--- src/common/hub_cfg_pkg.sv ---
// Constants for the hub port configuration register slice
package hub_cfg_pkg;

   // ********************************************
   // Register offsets
   // ********************************************
   localparam logic [7:0] dev_config_offset    = 8'h05;
   localparam logic [7:0] charge_enable_offset = 8'h06;
   localparam logic [7:0] removable_offset     = 8'h07;
   localparam logic [7:0] port_active_offset   = 8'h08;

   // ********************************************
   // Field positions
   // ********************************************
   localparam int gang_bit          = 3;
   localparam int report_bit        = 2;
   localparam int reserved_rw_bit   = 1;
   localparam int reserved_one_bit  = 4;
   localparam int override_bit      = 7;
   localparam int port_count        = 4;

   // ********************************************
   // Values after reset
   // ********************************************
   localparam logic       reserved_rw_reset = 1'b0;
   localparam logic [3:0] port_active_reset = 4'hf;
   localparam logic [3:0] removable_reset   = 4'h0;
   localparam logic       override_reset    = 1'b0;

   // ********************************************
   // Strap timing
   // ********************************************
   localparam int sync_stages = 2;

   typedef enum logic [1:0] {
      strap_sync0 = 2'b00,
      strap_sync1 = 2'b01,
      strap_load  = 2'b11,
      strap_done  = 2'b10
   } strap_state_e;

endpackage

--- src/common/strap_if.sv ---
// Captured strap levels passed from the strap capture to the registers
`timescale 1ns/100ps
interface strap_if;
   logic       gang;
   logic       report;
   logic [3:0] charge;
   logic       load;
   logic       done;

   modport capture (
      output gang,
      output report,
      output charge,
      output load,
      output done
   );
   modport regs (
      input gang,
      input report,
      input charge,
      input load,
      input done
   );
endinterface

--- src/hdl/hub_port_config_registers.sv ---
// Port configuration registers of a four-port hub
//
// Behaviour
// - On reset release, gang strap level is captured into config bit 3.
// - Report enabled, not ganged: each port has its own power output.
// - Report enabled, ganged: all ports powered through the first output.
// - In I2C mode, EEPROM loads may set gang and report-disable bits.
// - In SMBus mode, the host may overwrite gang and report-disable bits.
// - On reset release, report strap level is captured into config bit 2.
// - Power switching status is reported only while report-disable is 0.
// - Reserved config bit 0 always reads zero.
// - Unused upper charge and removable bits are read-only zero.
// - Each charge-enable bit turns its port's charging features on or off.
// - Charge-enable bit n controls downstream port n+1.
// - Charge-enable defaults load from the shared power pins at release.
// - EEPROM or SMBus writes may replace the charge-enable bits.
// - Override clear: removable bits read-only, taken from OTP memory.
// - Override set: removable bits writable by EEPROM or SMBus.
// - A write setting override also updates its removable bits.
// - Removable bit 1 means removable, 0 permanent; bit 0 is port 1.
// - Override clear: removable bits read as inverted OTP non-removable.
// - Each port-used bit enables its port; bit 0 is port 1.
`timescale 1ns/100ps
module hub_port_config_registers
   import hub_cfg_pkg::*;
(
   // Clock and reset
   input  wire logic       clk,
   input  wire logic       reset,
   // Configuration access from EEPROM loader or SMBus slave
   input  wire logic       cfg_mode_en,
   input  wire logic       cfg_wr,
   input  wire logic [7:0] cfg_addr,
   input  wire logic [7:0] cfg_wdata,
   output logic      [7:0] cfg_rdata,
   output logic            cfg_ready,
   // Strap pins
   input  wire logic       gang_strap_pin,
   input  wire logic       power_report_strap_pin,
   // Shared power control and charge enable pins
   input  wire logic [3:0] port_power_control_in,
   output logic      [3:0] port_power_control_out,
   output logic      [3:0] port_power_control_oe,
   // Hub core
   input  wire logic [3:0] port_power_request,
   input  wire logic [3:0] otp_non_removable,
   output logic            ganged,
   output logic            power_report_disable_n,
   output logic            status_report_en,
   output logic      [3:0] charge_port_enable_bits,
   output logic      [3:0] port_removable,
   output logic      [3:0] port_enable
);

   strap_if straps ();

   logic       reserved_rw;
   logic       removable_override;
   logic [3:0] removable_store;
   logic [3:0] removable_view;
   logic [3:0] own_power;
   logic       gang_power;
   logic [3:0] next_power_out;
   logic [3:0] next_power_oe;
   logic [7:0] dev_word;
   logic [7:0] charge_word;
   logic [7:0] removable_word;
   logic [7:0] used_word;
   logic [7:0] next_rdata;
   logic       write_ok;
   logic       wr_dev_config;
   logic       wr_charge;
   logic       wr_removable;
   logic       wr_port_active;

   // ********************************************
   // Strap capture
   // ********************************************
   strap_capture i_strap_capture (
      .clk                    (clk),
      .reset                  (reset),
      .gang_strap_pin         (gang_strap_pin),
      .power_report_strap_pin (power_report_strap_pin),
      .charge_enable_strap    (port_power_control_in),
      .straps                 (straps)
   );

   function automatic logic hits(input logic [7:0] addr,
                                 input logic [7:0] offset);
      hits = (addr == offset);
   endfunction

   // ********************************************
   // Write strobes, one per register
   // ********************************************
   // Writes only in I2C or SMBus mode, after straps are in
   assign write_ok       = cfg_wr && cfg_mode_en && straps.done;
   assign wr_dev_config  = write_ok && hits(cfg_addr, dev_config_offset);
   assign wr_charge      = write_ok && hits(cfg_addr, charge_enable_offset);
   assign wr_removable   = write_ok && hits(cfg_addr, removable_offset);
   assign wr_port_active = write_ok && hits(cfg_addr, port_active_offset);

   // ********************************************
   // Device configuration low bits
   // ********************************************
   always_ff @(posedge clk or posedge reset) begin
      if (reset) begin
         ganged <= 1'b0;
      end else if (straps.load) begin
         ganged <= straps.gang;
      end else if (wr_dev_config) begin
         ganged <= cfg_wdata[gang_bit];
      end
   end

   always_ff @(posedge clk or posedge reset) begin
      if (reset) begin
         power_report_disable_n <= 1'b0;
      end else if (straps.load) begin
         power_report_disable_n <= straps.report;
      end else if (wr_dev_config) begin
         power_report_disable_n <= cfg_wdata[report_bit];
      end
   end

   // Reserved writable bit kept as written
   always_ff @(posedge clk or posedge reset) begin
      if (reset) begin
         reserved_rw <= reserved_rw_reset;
      end else if (wr_dev_config) begin
         reserved_rw <= cfg_wdata[reserved_rw_bit];
      end
   end

   // ********************************************
   // Charge enable
   // ********************************************
   // Strap levels first, host writes afterwards
   always_ff @(posedge clk or posedge reset) begin
      if (reset) begin
         charge_port_enable_bits <= 4'h0;
      end else if (straps.load) begin
         charge_port_enable_bits <= straps.charge;
      end else if (wr_charge) begin
         charge_port_enable_bits <= cfg_wdata[3:0];
      end
   end

   // ********************************************
   // Removable configuration
   // ********************************************
   always_ff @(posedge clk or posedge reset) begin
      if (reset) begin
         removable_override <= override_reset;
      end else if (wr_removable) begin
         removable_override <= cfg_wdata[override_bit];
      end
   end

   // Stored bits follow a write only when it also sets the override
   always_ff @(posedge clk or posedge reset) begin
      if (reset) begin
         removable_store <= removable_reset;
      end else if (wr_removable && cfg_wdata[override_bit]) begin
         removable_store <= cfg_wdata[3:0];
      end
   end

   // Override clear shows the inverted OTP field, bit p is port p+1
   for (genvar p = 0; p < port_count; p++) begin : g_removable
      assign removable_view[p] = removable_override
                                 ? removable_store[p]
                                 : !otp_non_removable[p];
   end

   always_ff @(posedge clk or posedge reset) begin
      if (reset) begin
         port_removable <= removable_reset;
      end else begin
         port_removable <= removable_view;
      end
   end

   // ********************************************
   // Port used configuration
   // ********************************************
   // Any pattern is stored as written
   always_ff @(posedge clk or posedge reset) begin
      if (reset) begin
         port_enable <= port_active_reset;
      end else if (wr_port_active) begin
         port_enable <= cfg_wdata[3:0];
      end
   end

   // ********************************************
   // Power switch outputs and status reporting
   // ********************************************
   // Requests count only on used ports
   assign own_power  = port_power_request & port_enable;
   assign gang_power = |own_power;

   for (genvar p = 0; p < port_count; p++) begin : g_port_power
      logic drive;
      logic enable;
      always_comb begin
         drive  = 1'b0;
         enable = 1'b0;
         if (straps.done) begin
            if (power_report_disable_n) begin
               // No switching reported: used ports stay powered
               drive  = port_enable[p];
               enable = 1'b1;
            end else if (ganged) begin
               // Shared switch on the first output only
               drive  = (p == 0) ? gang_power : 1'b0;
               enable = (p == 0);
            end else begin
               drive  = own_power[p];
               enable = 1'b1;
            end
         end
      end
      assign next_power_out[p] = drive;
      assign next_power_oe[p]  = enable;
   end

   // Pins stay inputs until the straps are in
   always_ff @(posedge clk or posedge reset) begin
      if (reset) begin
         port_power_control_out <= 4'h0;
         port_power_control_oe  <= 4'h0;
      end else begin
         port_power_control_out <= next_power_out;
         port_power_control_oe  <= next_power_oe;
      end
   end

   always_ff @(posedge clk or posedge reset) begin
      if (reset) begin
         status_report_en <= 1'b0;
      end else begin
         status_report_en <= straps.done && !power_report_disable_n;
      end
   end

   // Ready one edge after the straps settle
   always_ff @(posedge clk or posedge reset) begin
      if (reset) begin
         cfg_ready <= 1'b0;
      end else begin
         cfg_ready <= straps.done;
      end
   end

   // ********************************************
   // Read back
   // ********************************************
   // Bit 4 of the device configuration reads one
   always_comb begin
      dev_word                   = 8'h00;
      dev_word[reserved_one_bit] = 1'b1;
      dev_word[gang_bit]         = ganged;
      dev_word[report_bit]       = power_report_disable_n;
      dev_word[reserved_rw_bit]  = reserved_rw;
      dev_word[0]                = 1'b0;
   end

   always_comb begin
      removable_word               = 8'h00;
      removable_word[override_bit] = removable_override;
      removable_word[3:0]          = removable_view;
   end

   assign charge_word = {4'h0, charge_port_enable_bits};
   assign used_word   = {4'h0, port_enable};

   always_comb begin
      next_rdata = 8'h00;
      if (hits(cfg_addr, dev_config_offset)) begin
         next_rdata = dev_word;
      end else if (hits(cfg_addr, charge_enable_offset)) begin
         next_rdata = charge_word;
      end else if (hits(cfg_addr, removable_offset)) begin
         next_rdata = removable_word;
      end else if (hits(cfg_addr, port_active_offset)) begin
         next_rdata = used_word;
      end
   end

   // Data of the address seen one edge earlier
   always_ff @(posedge clk or posedge reset) begin
      if (reset) begin
         cfg_rdata <= 8'h00;
      end else begin
         cfg_rdata <= next_rdata;
      end
   end

endmodule

--- src/hdl/strap_capture.sv ---
// Strap pin synchronisers and capture after reset release
`timescale 1ns/100ps
module strap_capture
   import hub_cfg_pkg::*;
(
   // Clock and reset
   input  wire logic       clk,
   input  wire logic       reset,
   // Strap pins
   input  wire logic       gang_strap_pin,
   input  wire logic       power_report_strap_pin,
   input  wire logic [3:0] charge_enable_strap,
   // Captured levels
   strap_if.capture        straps
);

   logic [5:0]   sync_a;
   logic [5:0]   sync_b;
   strap_state_e state;

   // ********************************************
   // Two-flop synchronisers
   // ********************************************
   always_ff @(posedge clk or posedge reset) begin
      if (reset) begin
         sync_a <= 6'h00;
         sync_b <= 6'h00;
      end else begin
         sync_a <= {gang_strap_pin, power_report_strap_pin,
                    charge_enable_strap};
         sync_b <= sync_a;
      end
   end

   // ********************************************
   // Wait for synchronised levels, then load once
   // ********************************************
   // Load only once the second stage holds the pin levels
   always_ff @(posedge clk or posedge reset) begin
      if (reset) begin
         state <= strap_sync0;
      end else begin
         unique case (state)
            strap_sync0: state <= strap_sync1;
            strap_sync1: state <= strap_load;
            strap_load:  state <= strap_done;
            strap_done:  state <= strap_done;
         endcase
      end
   end

   assign straps.gang   = sync_b[5];
   assign straps.report = sync_b[4];
   assign straps.charge = sync_b[3:0];
   assign straps.load   = (state == strap_load);
   assign straps.done   = (state == strap_done);

endmodule

--- config.mk ---
export PLATFORM = sky130hd
export DESIGN_NAME = hub_port_config_registers
export DESIGN_NICKNAME = d
export VERILOG_FILES = /design/src/common/hub_cfg_pkg.sv /design/src/common/strap_if.sv /design/src/hdl/hub_port_config_registers.sv /design/src/hdl/strap_capture.sv
export SDC_FILE = /design/constraint.sdc
export NUM_CORES = 1
export LEC_CHECK = 0
export ABC_AREA = 1
export BUFFER_PORTS_ARGS = -buffer_cell sky130_fd_sc_hd__buf_2
export CELL_PAD_IN_SITES_DETAIL_PLACEMENT = 1
export CELL_PAD_IN_SITES_GLOBAL_PLACEMENT = 2
export CORE_ASPECT_RATIO = 1.2
export CORE_UTILIZATION = 31
export DETAILED_ROUTE_END_ITERATION = 12
export GPL_ROUTABILITY_DRIVEN = 1
export HOLD_SLACK_MARGIN = 0.12
export PLACE_DENSITY_LB_ADDON = 0.1
export RECOVER_POWER = 25
export SYNTH_ARGS = -nofsm -noshare
export SYNTH_HDL_FRONTEND = slang
export SYNTH_SLANG_ARGS = --single-unit
--- constraint.sdc ---
create_clock -name clk -period 3.6 [get_ports clk]
set_input_delay 0.36 -clock clk [delete_from_list [all_inputs] [get_ports clk]]
set_output_delay 0.36 -clock clk [all_outputs]
set_load 0.02 [all_outputs]
Word level (Yosys, flattened, before mapping)
Cells that the tools add are included.

operators by class
  shift-type cells = 0
  bitwise gates (word level) = 1
  multipliers = 0
  multiplexer cells = 31
  divide/modulo/power cells = 0
  $add $sub $neg = 0
  magnitude comparators = 0
  reduce and logical (&&, ||, !) cells = 18
  equality and inequality tests = 7

operator list
  kind                number
  $eq 8x3->1 const B  3
  $mux 1              24
  $mux 8              3
  $mux 4              3
  $eq 8x4->1 const B  1
  $logic_and 1x1->1   8
  $pmux 2 s3          1
  $logic_not 1->1     5
  $and 4x4->4         1
  $eq 2x2->1 const B  2
  $reduce_bool 2->1   2
  $reduce_or 4->1     1
  $eq 2x1->1 const B  1
  $logic_not 2->1     1
  $reduce_or 2->1     1

storage, ports and cells
  bits of input ports = 34
  word-level logic and storage cells = 73
  latch bits = 0
  bits in writable memories = 0
  output and inout bits = 32
  register bits = 50
  memories kept = 0
  memory bits (read-only) = 0

Longest topological paths before layout
Gate-level depths: netlist (run 1).

  word-level depth = 5
  gate-level depth with buffers = 7
  mapped depth without buffers = 7

By module
A second synthesis (run 1) with hierarchy kept.

unflattened totals
  cell total of the unflattened synthesis = 206
  area total of the unflattened synthesis = 2015.7 µm²

modules (own cells, without submodules)
  module                     times used  cells an instance  area an instance (µm²)
  hub_port_config_registers  1           185                1636.6
  strap_capture              1           21                 379.1

Least setup slack after synthesis (run 1)
Ideal clock, no wire load.

  path kind = reg-to-reg
  start = reg i_strap_capture.state[0]
  end = reg removable_override
  setup time = 0.122 ns
  setup slack = 2.462 ns
  required time = 3.478 ns
  period minus slack after synthesis = 1.138 ns
  cell stages (with the launch flop) = 8
  data arrival time = 1.016 ns
  path through = dfrtp_1 -> inv_2 -> nand2_4 -> nor2_4 -> buf_6 -> inv_2 -> o21ai_1 -> nand2_1

between the ends
  word-level cells in the longest chain between the ends = 3

ends and longest elaborated chain
  element                   line                              text
  start: declaration        strap_capture.sv:19               strap_state_e state;
  start signal: assignment  strap_capture.sv:41               state <= strap_sync0;
  start signal: assignment  strap_capture.sv:44               strap_sync0: state <= strap_sync1;
  start signal: assignment  strap_capture.sv:45               strap_sync1: state <= strap_load;
  $eq 2x2->1                strap_capture.sv:56               assign straps.done = (state == strap_done);
  $logic_and 1x1->1         hub_port_config_registers.sv:97   assign write_ok = cfg_wr && cfg_mode_en && straps.done;
  $logic_and 1x1->1         hub_port_config_registers.sv:100  assign wr_removable = write_ok && hits(cfg_addr, removable_offset);
  end signal: assignment    hub_port_config_registers.sv:154  removable_override <= override_reset;
  end signal: assignment    hub_port_config_registers.sv:156  removable_override <= cfg_wdata[override_bit];
  end: declaration          hub_port_config_registers.sv:58   logic removable_override;

Every way passes these cells.
A chain may end at the register's enable or synchronous reset.

Worst setup path in the final report (run 1)
  start = reg i_strap_capture.state[0]
  end = reg charge_port_enable_bits[0]

between the ends
  word-level cells in the longest chain between the ends = 4

ends and longest elaborated chain
  element                      line                              text
  $eq 2x2->1                   strap_capture.sv:56
  $logic_and 1x1->1            hub_port_config_registers.sv:97
  $logic_and 1x1->1            hub_port_config_registers.sv:99   assign wr_charge = write_ok && hits(cfg_addr, charge_enable_offset);
  $reduce_bool 2->1 (no line)  n/a
  end signal: assignment       hub_port_config_registers.sv:143  charge_port_enable_bits <= straps.charge;
  end signal: assignment       hub_port_config_registers.sv:145  charge_port_enable_bits <= cfg_wdata[3:0];
  end: declaration             hub_port_config_registers.sv:50   output logic [3:0] charge_port_enable_bits,

Parallel ways exist; a longest one is shown, timed or not.

==> impl_metrics.py, run 1 <==
metrics = {
    "status": {
        "status": "finished with violations",
        "failed_checks": "capacitance limit, slew limit",
    },
    "setup_path": {
        "crit_path_end_kind": "flip-flop",
        "worstPathRequired_ns": 3.84,
        "critPathMaxStageDelay_ns": 0.46,
        "critPathTopFamily": "simple AND/OR/NAND/NOR gates",
        "slowest_stage": "dfrtp_1",
        "worstSetupPathType": "flip-flop to flip-flop",
        "crit_top_cell": "nand2_1",
        "arrival_ns": 1.85,
        "crit_chain": "inv_1 -> nand2_1 -> nor2_4 -> nand3_2 -> nand2_2 -> nand2_1 -> nand2_1",
        "critPathLaunchType": "flip-flop",
        "worstSetupStartpoint": "i_strap_capture.state[0]",
        "path_max_fanout": 13,
        "reg2reg_from": "i_strap_capture.state[0]",
        "cp_num_buf_inv": 1,
    },
    "routing": {
        "drtIter0Drc": 52,
        "wl_per_cell_um": 13.3,
        "drcViolationCount": 0,
        "routed_via_density": 4.50,
        "first_pass_iters": 4,
        "drt-total-wl_um": 4630,
        "drtAntennaViolNets": 0,
        "vias": 1567,
    },
    "layout": {
        "layout.nets": 299,
        "diodes": 0,
        "syn2layout_area_growth_pct": 21.6,
        "n_fill_cell": 739,
        "layout-drive-gt1-share": 0.308,
    },
    "global_route": {
        "grt_util_met3": 0.0338,
        "grt_use_met1": 0.202,
        "grt_max_degree": 48,
        "overflow": 0,
        "grt_first_pass_wirelength_um": 7660,
        "grt_pass1_vias": 1555,
        "grt_antenna_before_repair": 0,
        "track_usage": 0.159,
        "grtUsageMet2": 0.267,
        "busiest_layer": "met2",
    },
    "power_and_ir_drop": {
        "power_density_mw_per_mm2": 419,
        "power_mw": 1.00,
        "p_leak_nw": 1.25,
        "ir_worst_vdd_mv": 0.161,
    },
    "cts": {
        "clk_path_buf_depth": 2,
        "h-tree-depth": 2,
        "cts-root-buf": "clkbuf_8",
        "numClockSinks": 47,
        "post_cts_resized": 0,
        "cts.reportedPaths.clkPinSlew_ns": 0.09,
        "cts_buffers": 5,
        "cts_tree": "built",
        "cts_setup_buffers": 0,
        "cts_hold_buf": 0,
        "clock_latency_ns": 0.30,
    },
    "floorplan": {
        "rows": 31,
        "pin_count": 66,
        "fp.dieW_um": 74.7,
        "core_area_mm2": 0.00609,
        "start_util": 0.323,
        "fp.dieH_um": 89.2,
        "dieArea_mm2": 0.00666,
    },
    "logic_synthesis": {
        "ys_types": 20,
        "ys_ff_latch": 47,
        "synth_area_mm2": 0.00197,
        "synth.area.top_cells": "dfrtp_1 (55%), nand2_1 (12%), nand3_1 (8.1%)",
        "ys_seq_area_frac": 0.601,
        "synthCells": 207,
        "syn_area_per_cell_um2": 9.50,
        "yosysWarnings": 0,
        "synth_top_area_frac": 0.547,
        "synth_top_cell_by_area": "dfrtp_1",
    },
    "timing": {
        "setup_viol": 0,
        "hold_slack_ns": 0.156,
        "slew_viol_final": 48,
        "max_slew_margin": -0.151,
        "finalCriticalPeriod_ns": 1.61,
        "tightest_slew_ns": 1.72,
        "fin_tns_setup_ns": 0,
        "finalCritPeriodShare": 0.446,
        "setup_slack_ns": 1.99,
        "max_freq_mhz": 623,
        "rsz0062_at_grt": "no",
        "skew_ns": 0.00868,
        "finalHoldViolations": 0,
    },
    "place": {
        "place_congestion": 0.744,
        "port_buffers": 60,
        "place_worst_setup_slack_ns": 2.08,
        "dp_hpwl_um": 3510,
    },
    "worst_hold_path": {
        "hold_path.class": "input port to flip-flop",
        "min_from": "port_power_control_in[3]",
    },
    "flow_run": {
        "cap_violations": 1,
    },
}
stage by stage:
step / utilization / cell area (µm²) / cells
after CTS: 0.394 / 2400 / 348
after global routing: 0.392 / 2390 / 348
final: 0.392 / 2390 / 348
after detailed placement: 0.377 / 2300 / 340
after floorplan: - / 1970 / 208
after global placement: 0.377 / 2300 / 340
cells in the final DEF (no fill, tap or decap), types with 7 or more instances in the layout:
| master | n |
|---|---|
| buf_2 | 60 |
| nand2_1 | 63 |
| nor2_1 | 10 |
| o21ai_0 | 9 |
| dfrtp_1 | 43 |
| clkbuf_8 | 7 |
| nand3_1 | 32 |
| inv_1 | 14 |
| nand4_1 | 8 |
cell type report:
cell class | count | area [µm²] | area share
sequential | 47 | 1180 | 0.494
multi-input combinational | 136 | 646 | 0.270
clock buffer | 7 | 96.3 | 0.0403
inverter | 15 | 56.3 | 0.0236
timing repair buffer | 60 | 300 | 0.126
clock inverter | 1 | 7.51 | 0.00314
tap | 82 | 103 | 0.0429
where the power goes:
| part | leakage [nW] | switching [mW] | internal [mW] |
|---|---|---|---|
| sequential | 0.574 | 0.0126 | 0.547 |
| combinational | 0.623 | 0.0620 | 0.0293 |
| clock | 0.0505 | 0.175 | 0.175 |
Yosys cell counts (all sizes together):
library cell and n:
a21oi 2, buf 10, conb 1, dfrtp 43, dfstp 4, inv 15
nand2 65, nand3 34, nand4 8, nor2 14, nor3 1, o21ai 10
final timing paths:
kind	depth (start not counted)	endpoint	slack, ns
setup / recovery	7	charge_port_enable_bits[0]	1.99
hold / removal	1	i_strap_capture.sync_a[3]	0.16
setup reg to reg	7	charge_port_enable_bits[0]	1.99
hold reg to reg	0	i_strap_capture.sync_b[1]	0.36
max in group asynchronous	2	port_removable[2]	2.00
min in group asynchronous	2	i_strap_capture.sync_a[5]	0.59
cells by family (layout without fill, tap and decap cells):
kind of cell           after synthesis  after routing  synth area share
other                                1              2           0.00191
AND/OR/NAND/NOR                    122            122             0.299
buffers and inverters               25             83            0.0675
AO/OA/AOI/OAI                       12             12            0.0305
flip-flops                          47             47             0.601
worst register-to-register path, stage by stage, from the launching register on:
cell and delay (ns):
dfrtp_1 0.46, inv_1 0.10, nand2_1 0.13, nor2_4 0.35, nand3_2 0.22, nand2_2 0.16, nand2_1 0.07, nand2_1 0.06
flip-flops by register name (all words and copies together) (netlist names):
| signal | cells |
|---|---|
| i_strap_capture.state | 2 |
| port_power_control_out | 4 |
| i_strap_capture.sync_a | 6 |
| reserved_rw | 1 |
| port_power_control_oe | 2 |
| charge_port_enable_bits | 4 |
| cfg_rdata | 6 |
| power_report_disable_n | 1 |
| port_removable | 4 |
| status_report_en | 1 |
| removable_override | 1 |
| i_strap_capture.sync_b | 6 |
| removable_store | 4 |
| ganged | 1 |
| port_enable | 4 |
layer usage:
layer | wire (µm) | up-vias
met5 | 0 | -
met4 | 72 | 0
met3 | 180 | 6
met2 | 2340 | 41
met1 | 2030 | 746
li1 | - | 774
Note: power is estimated with default switching activity, not from simulation.
==> inputs of run 2 (changes only) <==
- CORE_UTILIZATION: 31 -> 26
- clock period: 3.6 -> 1.44 ns (I/O delays scaled with it)
==> run 2 against run 1 <==
Net effect:
- the flow now finishes without violations
- register-to-register slack got worse by 1.8 ns
- worst setup slack got worse by 1.8 ns
- non-clock buffer count increased by 23
- clock power increased by 120%
- sequential power increased to 2.5 times the previous value
- sequential share of layout area decreased by 4.0 points
- largest power group unchanged
- fmax increased by 27%
==> impl_metrics.py, run 2 (synthesis gave the netlist of run 1 again) <==
metrics = {
    "setup_path": {
        "crit_chain": "inv_2 -> nand2_4 -> nor2_4 -> nand3_2 -> nand2_2 -> nand2_1 -> nand2_1",
        "crit_top_cell": "nand2_1",
        "crit_path_end_kind": "flip-flop",
        "arrival_ns": 1.51,
        "reg2reg_from": "i_strap_capture.state[0]",
        "critPathMaxStageDelay_ns": 0.39,
        "critPathLaunchType": "flip-flop",
        "r2r_end": "charge_port_enable_bits[0]",
        "worst_r2r_path_depth": 7,
        "critPathTopFamily": "simple AND/OR/NAND/NOR gates",
        "path_max_fanout": 8,
        "worstSetupPathType": "flip-flop to flip-flop",
        "cp_num_buf_inv": 1,
        "rrSetupSlack_ns": 0.17,
        "worstPathRequired_ns": 1.68,
        "slowest_stage": "dfrtp_1",
    },
    "cts": {
        "cts_tree": "built",
        "cts-root-buf": "clkbuf_8",
        "cts_setup_buffers": 0,
        "clock_latency_ns": 0.30,
        "cts_buffers": 5,
        "post_cts_resized": 0,
        "h-tree-depth": 2,
        "cts_hold_buf": 15,
        "numClockSinks": 47,
        "clk_path_buf_depth": 2,
        "cts.reportedPaths.clkPinSlew_ns": 0.09,
    },
    "power_and_ir_drop": {
        "ir_worst_vdd_mv": 0.511,
        "power_density_mw_per_mm2": 940,
        "p_leak_nw": 1.34,
    },
    "floorplan": {
        "core_area_mm2": 0.00727,
        "rows": 34,
        "dieArea_mm2": 0.00791,
        "start_util": 0.270,
        "pin_count": 66,
        "fp.dieH_um": 97.3,
        "fp.dieW_um": 81.4,
    },
    "layout": {
        "layout_common_cells": "nand2_1 (61), buf_2 (60), dfrtp_1 (43), nand3_1 (32), dlygate4sd3_1 (15)",
        "top_regs": "cfg_rdata (6), i_strap_capture.sync_a (6), i_strap_capture.sync_b (6)",
        "layout.cells.non_filler": 379,
        "regArea_mm2": 0.00118,
        "layout.nets": 322,
        "final_common_cell": "nand2_1",
        "fin_area_mm2": 0.00260,
        "multi_input_area_um2": 656,
        "layout-drive-gt1-share": 0.318,
        "diodes": 0,
        "syn2layout_area_growth_pct": 32.1,
        "n_fill_cell": 865,
    },
    "timing": {
        "tightest_slew_ns": 0.655,
        "hold_slack_ns": 0.135,
        "finalHoldViolations": 0,
        "finalCritPeriodShare": 0.879,
        "finalCriticalPeriod_ns": 1.27,
        "max_slew_margin": 0.564,
        "setup_viol": 0,
        "fin_tns_setup_ns": 0,
        "rsz0062_at_grt": "no",
        "skew_ns": 0.00849,
        "max_freq_mhz": 790,
        "slew_viol_final": 0,
    },
    "status": {
        "status": "completed",
    },
    "place": {
        "place_congestion": 0.732,
        "dp_hpwl_um": 3790,
        "port_buffers": 60,
        "dp_cells": 356,
        "dpl_cell_area_mm2": 0.00238,
    },
    "flow_run": {
        "cap_violations": 0,
    },
    "routing": {
        "drt-total-wl_um": 5030,
        "routed_via_density": 4.40,
        "vias": 1667,
        "drtIter0Drc": 61,
        "drcViolationCount": 0,
        "drtAntennaViolNets": 0,
        "first_pass_iters": 4,
        "wl_per_cell_um": 13.3,
    },
    "global_route": {
        "grt_pass1_vias": 1776,
        "overflow": 0,
        "grt_antenna_before_repair": 0,
        "grt_max_degree": 48,
        "grt_first_pass_wirelength_um": 8300,
        "track_usage": 0.139,
    },
    "worst_hold_path": {
        "min_from": "port_power_request[2]",
        "hold_depth": 3,
        "hold_end": "port_power_control_out[2]",
        "hold_path.class": "input port to flip-flop",
    },
}
-- run 2: cell count changes in the layout (fill, tap and decap cells not counted), sizes merged --
cell         change
dlygate4sd3     +15
buf              +7
clkbuf           +1
clkinv           +1
clkinvlp         -1
-- run 2: cell type report --
type                    count  area share
well taps                  90      0.0434
clock inverters             1     0.00193
clock buffers               7      0.0294
repair buffers             83       0.197
flip-flops and latches     47       0.455
multi-input cells         136       0.252
inverters                  15      0.0217
-- run 2: worst max-delay path by stage --
stage / startpoint / to / slack, ns / depth (start not counted)
floorplan: reset / cfg_rdata[0] / 0.19 / 1
global placement: i_strap_capture.state[0] / charge_port_enable_bits[0] / 0.17 / 7
detailed placement: i_strap_capture.state[0] / charge_port_enable_bits[3] / 0.16 / 7
CTS: i_strap_capture.state[0] / charge_port_enable_bits[3] / 0.14 / 7
global route: i_strap_capture.state[0] / charge_port_enable_bits[0] / 0.007 / 7
finish: i_strap_capture.state[0] / charge_port_enable_bits[0] / 0.17 / 7
-- run 2: per-layer routing --
metal | routed length (µm) | vias up | global-route usage | share of wire
li1 | - | 821 | - | -
met1 | 2250 | 805 | 0.174 | 0.45
met2 | 2550 | 37 | 0.235 | 0.51
met3 | 188 | 4 | 0.0282 | 0.037
met4 | 42 | 0 | 0.0412 | 0.0084
met5 | 0 | - | 0 | 0
-- run 2: report_power, final --
group	internal (mW)	leakage, nW	switching, mW
Combinational	0.106	0.724	0.162
Sequential	1.37	0.574	0.0308
Clock	0.342	0.0422	0.433
Total	1.82	1.34	0.626
-- run 2: per-stage QoR --
stage	setup slack [ns]	utilization	total power, mW
after CTS	0.136	0.359	2.49
after global routing	0.00683	0.357	2.55
after global placement	0.168	0.327	1.67
after floorplan	0.187	-	1.56
final	0.174	0.357	2.44
after detailed placement	0.160	0.327	1.67
-- run 2: worst register-to-register path: cells and delay by family (launching register included) --
kind | cells | cell delay [ns]
buffers and inverters | 1 | 0.08
AND/OR/NAND/NOR | 6 | 0.74
flip-flops | 1 | 0.39
